[src/shared/motd_map.vh]
// Register map, field positions and reset values of the magnetic
// offset and threshold detector.
// Assumes 8-bit register addresses and 8-bit register data.
`ifndef MOTD_MAP_VH
`define MOTD_MAP_VH

// ****************************************************************
// Register offsets
// ****************************************************************
`define MOTD_ADDR_OFF_X_HIGH   8'h3F
`define MOTD_ADDR_OFF_X_LOW    8'h40
`define MOTD_ADDR_OFF_Y_HIGH   8'h41
`define MOTD_ADDR_OFF_Y_LOW    8'h42
`define MOTD_ADDR_OFF_Z_HIGH   8'h43
`define MOTD_ADDR_OFF_Z_LOW    8'h44
`define MOTD_ADDR_THS_CFG      8'h52
`define MOTD_ADDR_THS_SRC      8'h53

// ****************************************************************
// Reset values
// ****************************************************************
`define MOTD_RST_OFF           8'h00
`define MOTD_RST_CFG           8'h00
`define MOTD_RST_CNT           8'h00

// ****************************************************************
// Threshold configuration fields
// ****************************************************************
`define MOTD_CFG_LATCH         7
`define MOTD_CFG_OR_ABOVE      6
`define MOTD_CFG_EN_Z          5
`define MOTD_CFG_EN_Y          4
`define MOTD_CFG_EN_X          3
`define MOTD_CFG_WAKE_EN       2
`define MOTD_CFG_INT_EN        1
`define MOTD_CFG_ROUTE_ONE     0

// ****************************************************************
// Event source fields
// ****************************************************************
`define MOTD_SRC_ACTIVE        7
`define MOTD_SRC_X_POL         0

`endif

[src/logic/motd_core.v]
// Magnetometer user offsets and magnetic threshold event detector.
// Assumes samples, strobes and register accesses all come from logic
// on clk; one sample_valid pulse marks each new magnetic sample.
//
// Function
// - High offset register holds bits 14..7
// - Low register bits 7..1 hold bits 6..0
// - Thresholds are unsigned 15-bit per axis
// - Select 0: all enabled axes at/below
// - Select 1: any enabled axis at/above
// - Flag sets after debounce count is met
// - Axis enable bits include or exclude axes
// - Latched flag clears on source register read
// - Unlatched flag follows live detection result
// - Wake enable gates flag into sleep logic
// - Interrupt enable routes flag to chosen pin
// - Offset subtracted from output when not raw
// - Thresholds compare against uncorrected samples
// - Lapse clears or decrements debounce counter
`timescale 1ns/1ns
`include "motd_map.vh"

module motd_core #(
  parameter SAMPLE_W = 16,
  parameter CNT_W    = 8
)(
  input  wire                  clk,
  input  wire                  rst_n,
  // Register port
  input  wire [7:0]            reg_addr,
  input  wire                  reg_wr,
  input  wire [7:0]            reg_wdata,
  input  wire                  reg_rd,
  output reg  [7:0]            reg_rdata,
  // Magnetic samples, x in low lane, z in high lane
  input  wire                  sample_valid,
  input  wire [3*SAMPLE_W-1:0] raw_sample,
  input  wire                  raw_mode,
  // Threshold settings held elsewhere
  input  wire [44:0]           threshold_xyz,
  input  wire [CNT_W-1:0]      debounce_count_setting,
  input  wire                  debounce_clear_mode,
  // Other interrupt sources sharing the pins
  input  wire                  irq_one_other,
  input  wire                  irq_two_other,
  // Results
  output reg  [3*SAMPLE_W-1:0] mag_out,
  output reg                   mag_out_valid,
  output wire                  threshold_event,
  output wire                  wake_event,
  output wire                  irq_pin_one,
  output wire                  irq_pin_two
);

  // ****************************************************************
  // Register storage
  // ****************************************************************
  reg  [7:0]       off_high_reg [0:2];
  reg  [7:0]       off_low_reg  [0:2];
  reg  [7:0]       cfg_reg;
  reg  [CNT_W-1:0] dbc_reg;
  reg              flag_reg;
  reg  [5:0]       axis_src_reg;

  wire [2:0]       axis_en;
  wire [2:0]       at_or_below;
  wire [2:0]       at_or_above;
  wire [5:0]       axis_src_live;
  wire             src_read;

  // Corrected samples of all three axes, gathered for one output register
  wire [3*SAMPLE_W-1:0] corrected_all;

  // Unit steps sized to their targets, so no sum or difference widens
  localparam [CNT_W-1:0]    CNT_ONE    = {{(CNT_W-1){1'b0}}, 1'b1};
  localparam [SAMPLE_W-1:0] SAMPLE_ONE = {{(SAMPLE_W-1){1'b0}}, 1'b1};

  // Enable bits ordered x, y, z
  assign axis_en = {cfg_reg[`MOTD_CFG_EN_Z], cfg_reg[`MOTD_CFG_EN_Y],
                    cfg_reg[`MOTD_CFG_EN_X]};

  // Reading the source register is what releases a latched event
  assign src_read = reg_rd && (reg_addr == `MOTD_ADDR_THS_SRC);

  // ****************************************************************
  // Per-axis offset correction and threshold compare
  // ****************************************************************
  genvar ax;
  generate
    for (ax = 0; ax < 3; ax = ax + 1)
    begin : g_axis
      wire [SAMPLE_W-1:0] raw;
      wire [14:0]         offset;
      wire [SAMPLE_W-1:0] offset_ext;
      wire [SAMPLE_W-1:0] corrected;
      wire [SAMPLE_W-1:0] magnitude;
      wire [SAMPLE_W-1:0] limit;

      assign raw    = raw_sample[ax*SAMPLE_W +: SAMPLE_W];
      // Offset reassembled from the two eight-bit halves
      assign offset = {off_high_reg[ax], off_low_reg[ax][7:1]};
      assign offset_ext = {{(SAMPLE_W-15){offset[14]}}, offset};
      // Raw mode bypasses the user offset entirely
      assign corrected = raw_mode ? raw : (raw - offset_ext);
      // Compare magnitude; a full-scale negative reading stays 0x8000,
      // which is above any 15-bit threshold as it should be
      assign magnitude = raw[SAMPLE_W-1] ? (~raw + SAMPLE_ONE) : raw;
      assign limit = {{(SAMPLE_W-15){1'b0}}, threshold_xyz[ax*15 +: 15]};
      // Disabled axes never block the AND nor fire the OR
      assign at_or_below[ax] = !axis_en[ax] || (magnitude <= limit);
      assign at_or_above[ax] = axis_en[ax] && (magnitude >= limit);
      // Source detail: high event and its polarity
      assign axis_src_live[2*ax+1] = at_or_above[ax];
      assign axis_src_live[2*ax]   = at_or_above[ax] && raw[SAMPLE_W-1];

      assign corrected_all[ax*SAMPLE_W +: SAMPLE_W] = corrected;
    end
  endgenerate

  // Corrected data goes out once per sample; one process owns all
  // three lanes so the output register has a single driver
  always @(posedge clk)
  begin
    if (!rst_n)
      mag_out <= {(3*SAMPLE_W){1'b0}};
    else if (sample_valid)
      mag_out <= corrected_all;
  end

  // ****************************************************************
  // Axis combination and debounce
  // ****************************************************************
  wire             any_enabled;
  wire             condition;
  reg  [CNT_W-1:0] dbc_next;
  reg              detect;

  // Thresholds, count and counter mode arrive as inputs; their
  // registers sit outside this block and must be stable per sample
  assign any_enabled = |axis_en;
  // With no axis enabled nothing can be detected
  assign condition = any_enabled &&
                     (cfg_reg[`MOTD_CFG_OR_ABOVE] ? (|at_or_above)
                                                  : (&at_or_below));

  // Counter saturates at the setting; event once the setting is met.
  // Saturating keeps a long event from wrapping the count, so one
  // lapse in decrement mode only steps back one sample from firing
  always @*
  begin
    dbc_next = dbc_reg;
    detect   = 1'b0;
    if (condition)
    begin
      if (dbc_reg < debounce_count_setting)
        dbc_next = dbc_reg + CNT_ONE;
      detect = (dbc_next >= debounce_count_setting);
    end
    else if (debounce_clear_mode)
      dbc_next = {CNT_W{1'b0}};
    else if (dbc_reg != {CNT_W{1'b0}})
      dbc_next = dbc_reg - CNT_ONE;
  end

  // Debounce advances only on a new sample
  always @(posedge clk)
  begin
    if (!rst_n)
      dbc_reg <= `MOTD_RST_CNT;
    else if (sample_valid)
      dbc_reg <= dbc_next;
  end

  // ****************************************************************
  // Event flag and source detail
  // ****************************************************************
  // A detection in the same cycle as a clearing read wins, so no
  // event is lost between the host's read and the next sample
  always @(posedge clk)
  begin
    if (!rst_n)
    begin
      flag_reg     <= 1'b0;
      axis_src_reg <= 6'h00;
    end
    else if (cfg_reg[`MOTD_CFG_LATCH])
    begin
      if (sample_valid && detect)
      begin
        flag_reg     <= 1'b1;
        axis_src_reg <= axis_src_reg | axis_src_live;
      end
      else if (src_read)
      begin
        flag_reg     <= 1'b0;
        axis_src_reg <= 6'h00;
      end
    end
    else if (sample_valid)
    begin
      flag_reg     <= detect;
      axis_src_reg <= detect ? axis_src_live : 6'h00;
    end
  end

  // ****************************************************************
  // Outputs to wake logic and interrupt pins
  // ****************************************************************
  wire irq_gated;

  // Pins are combinational and active high; other sources pass
  // straight through, so this block never delays their interrupts
  assign threshold_event = flag_reg;
  assign wake_event = flag_reg && cfg_reg[`MOTD_CFG_WAKE_EN];
  assign irq_gated  = flag_reg && cfg_reg[`MOTD_CFG_INT_EN];
  assign irq_pin_one = irq_one_other ||
                       (irq_gated && cfg_reg[`MOTD_CFG_ROUTE_ONE]);
  assign irq_pin_two = irq_two_other ||
                       (irq_gated && !cfg_reg[`MOTD_CFG_ROUTE_ONE]);

  // Sample strobe delayed to line up with the output data
  always @(posedge clk)
  begin
    if (!rst_n)
      mag_out_valid <= 1'b0;
    else
      mag_out_valid <= sample_valid;
  end

  // ****************************************************************
  // Register writes
  // ****************************************************************
  integer i;

  // Low offset bit 0 is unused and always stored as zero; writes to
  // the read-only source address or unmapped addresses change nothing
  always @(posedge clk)
  begin
    if (!rst_n)
    begin
      for (i = 0; i < 3; i = i + 1)
      begin
        off_high_reg[i] <= `MOTD_RST_OFF;
        off_low_reg[i]  <= `MOTD_RST_OFF;
      end
      cfg_reg <= `MOTD_RST_CFG;
    end
    else if (reg_wr)
    begin
      case (reg_addr)
        `MOTD_ADDR_OFF_X_HIGH : off_high_reg[0] <= reg_wdata;
        `MOTD_ADDR_OFF_X_LOW  : off_low_reg[0]  <= {reg_wdata[7:1], 1'b0};
        `MOTD_ADDR_OFF_Y_HIGH : off_high_reg[1] <= reg_wdata;
        `MOTD_ADDR_OFF_Y_LOW  : off_low_reg[1]  <= {reg_wdata[7:1], 1'b0};
        `MOTD_ADDR_OFF_Z_HIGH : off_high_reg[2] <= reg_wdata;
        `MOTD_ADDR_OFF_Z_LOW  : off_low_reg[2]  <= {reg_wdata[7:1], 1'b0};
        `MOTD_ADDR_THS_CFG    : cfg_reg         <= reg_wdata;
        default               : cfg_reg         <= cfg_reg;
      endcase
    end
  end

  // ****************************************************************
  // Register reads
  // ****************************************************************
  reg [7:0] rdata_next;
  reg [7:0] src_word;

  // Source word: event flag on top, bit 6 always reads as zero,
  // axis event and polarity pairs below
  always @*
  begin
    src_word                       = 8'h00;
    src_word[`MOTD_SRC_ACTIVE]     = flag_reg;
    src_word[`MOTD_SRC_X_POL +: 6] = axis_src_reg;
  end

  // Unmapped addresses read as zero; reading has no side effect
  // except at the source address, where it releases a latched flag
  always @*
  begin
    case (reg_addr)
      `MOTD_ADDR_OFF_X_HIGH : rdata_next = off_high_reg[0];
      `MOTD_ADDR_OFF_X_LOW  : rdata_next = off_low_reg[0];
      `MOTD_ADDR_OFF_Y_HIGH : rdata_next = off_high_reg[1];
      `MOTD_ADDR_OFF_Y_LOW  : rdata_next = off_low_reg[1];
      `MOTD_ADDR_OFF_Z_HIGH : rdata_next = off_high_reg[2];
      `MOTD_ADDR_OFF_Z_LOW  : rdata_next = off_low_reg[2];
      `MOTD_ADDR_THS_CFG    : rdata_next = cfg_reg;
      `MOTD_ADDR_THS_SRC    : rdata_next = src_word;
      default               : rdata_next = 8'h00;
    endcase
  end

  // Read data held until the next read strobe
  always @(posedge clk)
  begin
    if (!rst_n)
      reg_rdata <= 8'h00;
    else if (reg_rd)
      reg_rdata <= rdata_next;
  end

endmodule // motd_core

[config.mk]
export PLATFORM = sky130hd
export DESIGN_NAME = motd_core
export DESIGN_NICKNAME = d
export VERILOG_FILES = /design/src/logic/motd_core.v
export VERILOG_INCLUDE_DIRS = /design/src /design/src/shared
export SDC_FILE = /design/constraint.sdc
export NUM_CORES = 1
export LEC_CHECK = 0
export BUFFER_PORTS_ARGS = -buffer_cell sky130_fd_sc_hd__buf_4
export CAP_MARGIN = 20
export CORE_ASPECT_RATIO = 0.75
export CORE_MARGIN = 2
export CORE_UTILIZATION = 62
export DETAILED_ROUTE_END_ITERATION = 7
export GPL_TIMING_DRIVEN = 0
export PLACE_DENSITY = 0.88
export SYNTH_ARGS = -nofsm -noshare
export SYNTH_HDL_FRONTEND = slang
export SYNTH_SLANG_ARGS = --single-unit
[constraint.sdc]
create_clock -name clk -period 7.2 [get_ports clk]
set_input_delay 0.72 -clock clk [delete_from_list [all_inputs] [get_ports clk]]
set_output_delay 0.72 -clock clk [all_outputs]
set_load 0.05 [all_outputs]
Word-level counts from Yosys, hierarchy flattened
Memories as Yosys holds them, arrays and structs flattened.
Index checks and enable logic that the tools add are counted.
{"block": "classes", "n_addsub": 8, "n_mul": 0, "n_div": 0, "magnitude_cmp": 8, "n_eq_ne": 9, "shift": 0, "mux": 54, "bitwise": 10, "n_reduce_logical": 31}
{"op": "$mux 16", "n": 6}
{"op": "$mux 8", "n": 8}
{"op": "$pmux 8 s8", "n": 1}
{"op": "$eq 8x7->1 const B", "n": 7}
{"op": "$add 16x1->16 const B", "n": 3}
{"op": "$ge 16x15->1", "n": 3}
{"op": "$le 16x15->1", "n": 3}
{"op": "$not 16->16", "n": 3}
{"op": "$sub 16x16->16", "n": 3}
{"op": "$mux 1", "n": 31}
{"op": "$mux 6", "n": 5}
{"op": "$mux 7", "n": 3}
{"op": "$logic_and 1x1->1", "n": 13}
{"op": "$add 8x1->8 const B", "n": 1}
{"op": "$eq 8x6->1 const B", "n": 1}
{"op": "$ge 8x8->1", "n": 1}
{"op": "$lt 8x8->1", "n": 1}
{"op": "$reduce_bool 8->1", "n": 1}
{"op": "$sub 8x1->8 const B", "n": 1}
{"op": "$or 1x1->1", "n": 6}
{"op": "$or 6x6->6", "n": 1}
{"op": "$reduce_and 2->1", "n": 3}
{"op": "$reduce_or 3->1", "n": 2}
{"op": "$logic_or 1x1->1", "n": 5}
{"op": "other kinds (5)", "n": 8}
{"block": "totals", "ff_bits": 80, "latchBits": 0, "ram_bits": 45, "rom_bits": 0, "input_bits": 126, "output_inout_bits": 61, "wordCells": 129, "memories": 2}
{"memory": "off_high_reg", "words": 3, "width": 8, "read_ports": 3, "rd_clocked_by_memory_dff": 0, "wr": 3, "line": "motd_core.v:58", "rtl": "reg [7:0] off_high_reg [0:2];"}
{"memory": "off_low_reg", "words": 3, "width": 7, "read_ports": 3, "rd_clocked_by_memory_dff": 0, "wr": 3, "line": "motd_core.v:59", "rtl": "reg [7:0] off_low_reg [0:2];"}

Logic depth before layout (Yosys ltp)
{"block": "depth", "word_depth": 14, "mapped_depth": 20, "mapped_depth_nobuf": 19}

Worst setup path after synthesis
OpenSTA, ideal clock, no wires.
{"block": "synth_timing", "kind": "input -> register", "startpoint": "input port raw_sample[3]", "endpoint": "register dbc_reg[0]", "setup_time_ns": 0.092, "t_arrival_ns": 4.464, "required_time_ns": 7.108, "setup_slack_ns": 2.643, "stages": 14, "n_path_buf": 0, "cell_sequence": "or4_1 > nor4_1 > nand2b_1 > o21ai_0 > xnor2_1 > ha_1 > and3_1 > a221o_1 > a221o_1 > o41ai_1 > nand4b_1 > o211ai_4 > mux2_1 > o32ai_1"}
{"block": "synth_between", "elab_chain_len": 10, "word_cells_on_any_way": 14, "cone_classes": "1 x add/sub; 2 x order compare; 3 x mux; 1 x bitwise; 7 x reduce/logical"}
{"element": "start, declared", "line": "motd_core.v:37", "rtl": "input wire [3*SAMPLE_W-1:0] raw_sample,"}
{"element": "$not 16->16", "line": "motd_core.v:107", "rtl": "assign magnitude = raw[SAMPLE_W-1] ? (~raw + SAMPLE_ONE) : raw;"}
{"element": "$add 16x1->16", "line": "motd_core.v:107"}
{"element": "$mux 16 *", "line": "motd_core.v:107"}
{"element": "$le 16x15->1 or $ge 16x15->1 (tied branches)", "line": "motd_core.v:110, motd_core.v:111"}
{"element": "$logic_or 1x1->1 or $logic_and 1x1->1 (tied branches)", "line": "motd_core.v:110, motd_core.v:111"}
{"element": "$reduce_and 3->1 or $reduce_or 3->1 (tied branches)", "line": "motd_core.v:144, motd_core.v:143"}
{"element": "$mux 1 *", "line": "motd_core.v:143", "rtl": "(cfg_reg[`MOTD_CFG_OR_ABOVE] ? (|at_or_above)"}
{"element": "$logic_and 1x1->1 *", "line": "motd_core.v:142", "rtl": "assign condition = any_enabled &&"}
{"element": "$reduce_bool 3->1 (no line)"}
{"element": "$reduce_and 2->1 (no line)"}
{"element": "end signal, assigned", "line": "motd_core.v:169", "rtl": "dbc_reg <= `MOTD_RST_CNT;"}
{"element": "end signal, assigned", "line": "motd_core.v:171", "rtl": "dbc_reg <= dbc_next;"}
{"element": "end, declared", "line": "motd_core.v:61", "rtl": "reg [CNT_W-1:0] dbc_reg;"}
Every way passes the cells marked *; elsewhere a longest branch is shown, timed or not.
A chain may end at the register's enable or synchronous reset.

Final worst setup path
{"block": "layout_timing", "startpoint": "input port raw_sample[3]", "endpoint": "register dbc_reg[4]"}
The elaborated chain is that of the path after synthesis.

==> impl_metrics.toml <==
[critical_path]
cp_num_buf_inv = 2
path_depth = 16
cp_common_cell = "a221o_1"
cp.required_ns = 7.47
r2r_end = "axis_src_reg[1]"
worstSetupPathType = "input pin to register"
start_kind = "input pin"
path_cells = "buf_4 > or4_1 > nor4_1 > nand2b_1 > o21ai_0 > xnor2_1 > ha_1 > and3_1 > a221o_1 > a221o_1 > o41ai_1 > nand4b_1 > o211ai_4 > buf_6 > mux2i_1 > a211oi_2"
r2r_start = "dbc_reg[1]"
slowest_delay_ns = 0.72
crit_fanout = 10
critPathTopFamily = "compound AO/OA/AOI/OAI gates"
crit_path_top_delay_cell = "o41ai_1"
cp_data_arrival_time_ns = 5.33
setup.worst_path.end_class = "register"
r2r_cells = 15
rrSetupSlack_ns = 3.15

[global_route]
grt_first_pass_wirelength_um = 52900
grt_pass1_vias = 9709
antenna_found_initial = 1
grt_max_degree = 17
gr-total-overflow = 0
track_usage_pct = 40.2

[clock_tree]
clock_path_buffers = 2
holdBufCountCts = 0
htree_levels = 4
clk_pin_slew_worst_paths_ns = 0.06
cts_setup_buffers = 0
numCtsBuffers = 17
insertion_delay_ns = 0.43
clock-sinks = 125
cts_resized = 0
cts_tree = "done"
clockRootBuffer = "clkbuf_16"

[routing]
drc = 0
wl_per_cell_um = 21.2
drt-initial-drc-count = 1423
routed_wl_um = 35200
vias_per_cell = 6.46
drt_pass1_iterations = 6
postRouteAntennaNets = 0
vias = 10723

[run]
maxCapViolations = 0

[synth]
yosysWarnings = 0
ys_seq_area_share_pct = 29.2
synth_cells = 1236
synth_area_per_cell_um2 = 8.20
synth_edf_count = 45
synth_area_um2 = 10100
ys_seq_elements = 125
synth_top_flop_cell = "dfxtp_1"
syn_nets = 1476
async_flop_share_pct = 0
ys_types = 69

[floorplanning]
fp-row-count = 40
die_width_um = 152
dieHeight_um = 115
fp.coreArea_um2 = 16000
initial_core_util_pct = 63.2
die_area_um2 = 17400
ioPinCount = 187

[worst_hold_path]
worstHoldStart = "axis_src_reg[0]"
holdPathEnd = "axis_src_reg[0]"
hold_path_depth = 2
min_path_type = "register to register"

[finish]
drive_gt1_share_pct = 16.2
final_nets = 1678
multi_input_area_um2 = 6560
num_antenna_cells = 0
nFillCells = 1190
layout_commonest_cell = "buf_4"
seqCellArea_um2 = 2950
syn_to_final_growth_pct = 23.0
final_cell_mix = "buf_4 (178), inv_1 (115), ha_1 (111), a21oi_1 (102), nand2_1 (97)"
largest_reg_flops = 48

[sta]
rsz0062_at_grt = "false"
tns_ns = 0
hold_viol_final = 0
fin_crit_ns = 5.06
relSlewSlack_pct = 24.8
fmax_mhz = 198
fin_crit_sh_pct = 70.2
setup_ws_ns = 2.14
tightest_slew_ns = 1.12
slew_violations = 0
setup_viol = 0
finalClockSkew_ns = 0.0102

[placed_design]
dp_hpwl_um = 27300
routabilityCongestion = 0.978
pre_cts_ws_ns = 1.86
io_buffer_count = 178

[pwr]
peakVddDrop_mv = 0.180
p_total_mw = 2.53
p_leak_nw = 5.58
cellPowerDensity_nw_per_um2 = 203

[outcome]
run_status = "complete, no violations"
-- per-stage QoR --
stage / cells / hold WS, ns / area [um2] / utilization [%]
6_report: 1661 / 0.486 / 12500 / 77.8
2_1_floorplan: 1236 / 0.444 / 10100 / -
4_1_cts: 1660 / 0.485 / 12500 / 77.8
5_1_grt: 1661 / 0.515 / 12500 / 77.8
3_5_place_dp: 1628 / 0.467 / 11800 / 73.5
3_3_place_gp: 1624 / 0.464 / 11700 / 73.2
-- worst max path at each step --
stage	from	slack [ns]	endpoint
floorplan	raw_sample[3]	2.64	dbc_reg[0]
global placement	raw_sample[3]	1.82	dbc_reg[4]
detailed placement	raw_sample[3]	1.86	dbc_reg[4]
CTS	raw_sample[3]	2.23	dbc_reg[4]
global route	raw_sample[3]	1.82	dbc_reg[4]
finish	raw_sample[3]	2.14	dbc_reg[4]
-- logic make-up after synthesis --
kind of cell,synth area share (%)
AOI/OAI and AO/OA,23.2
and+or+nand+nor,18.0
xor gates and xnor gates,7.18
adders and majority gates,14.3
DFF,29.2
buffers and inverters,6.23
muxes,1.90
-- per-layer routing --
metal	up-vias	share of wire [%]	global-route usage, %
met4	2	3.8	16.2
met3	121	14	11.1
met2	768	42	60.4
li1	4881	-	-
met5	-	0.094	0
met1	4951	40	54.9
-- cells in the mapped netlist, types with 18 or more instances --
cell type,number,area [um2]
inv_1,115,432
ha_1,111,1390
a21oi_1,102,510
nand2_1,97,364
nor2_1,87,327
o21ai_0,86,430
dfxtp_1,80,1600
xnor2_1,61,534
clkbuf_1,46,173
edfxtp_1,45,1350
nand3_1,29,145
nand2b_1,26,163
xor2_1,22,193
a21o_1,19,143
nor3_1,19,95.1
o211ai_1,19,143
a211oi_1,18,135
-- area by class of cell --
cell class	instances	area share [%]
plain buffers	50	1.57
repair buffers	183	11.0
clock inverters	13	1.89
well taps	210	2.11
flip-flops and latches	125	23.7
inverters	116	3.50
multi-input cells	945	52.7
clock buffers	19	3.56
-- worst register-to-register path, cell delays in order, from the launching register on --
cell and delay [ns]:
dfxtp_1 0.48, ha_1 0.29, a31oi_1 0.28, o21ai_0 0.18
o41a_1 0.45, nor2_1 0.29, nand3_1 0.13, xnor2_1 0.18
ha_1 0.33, and3_1 0.16, a21oi_1 0.04, o21ai_0 0.07
o21ai_0 0.09, a21oi_1 0.40, nand3b_1 0.27, a221oi_1 0.33
-- power breakdown --
part           internal [mW]  switching [mW]
Clock                  0.662           0.340
Sequential             0.774          0.0400
Combinational          0.283           0.435
Total                   1.72           0.815
(Power assumes the default switching activity.)
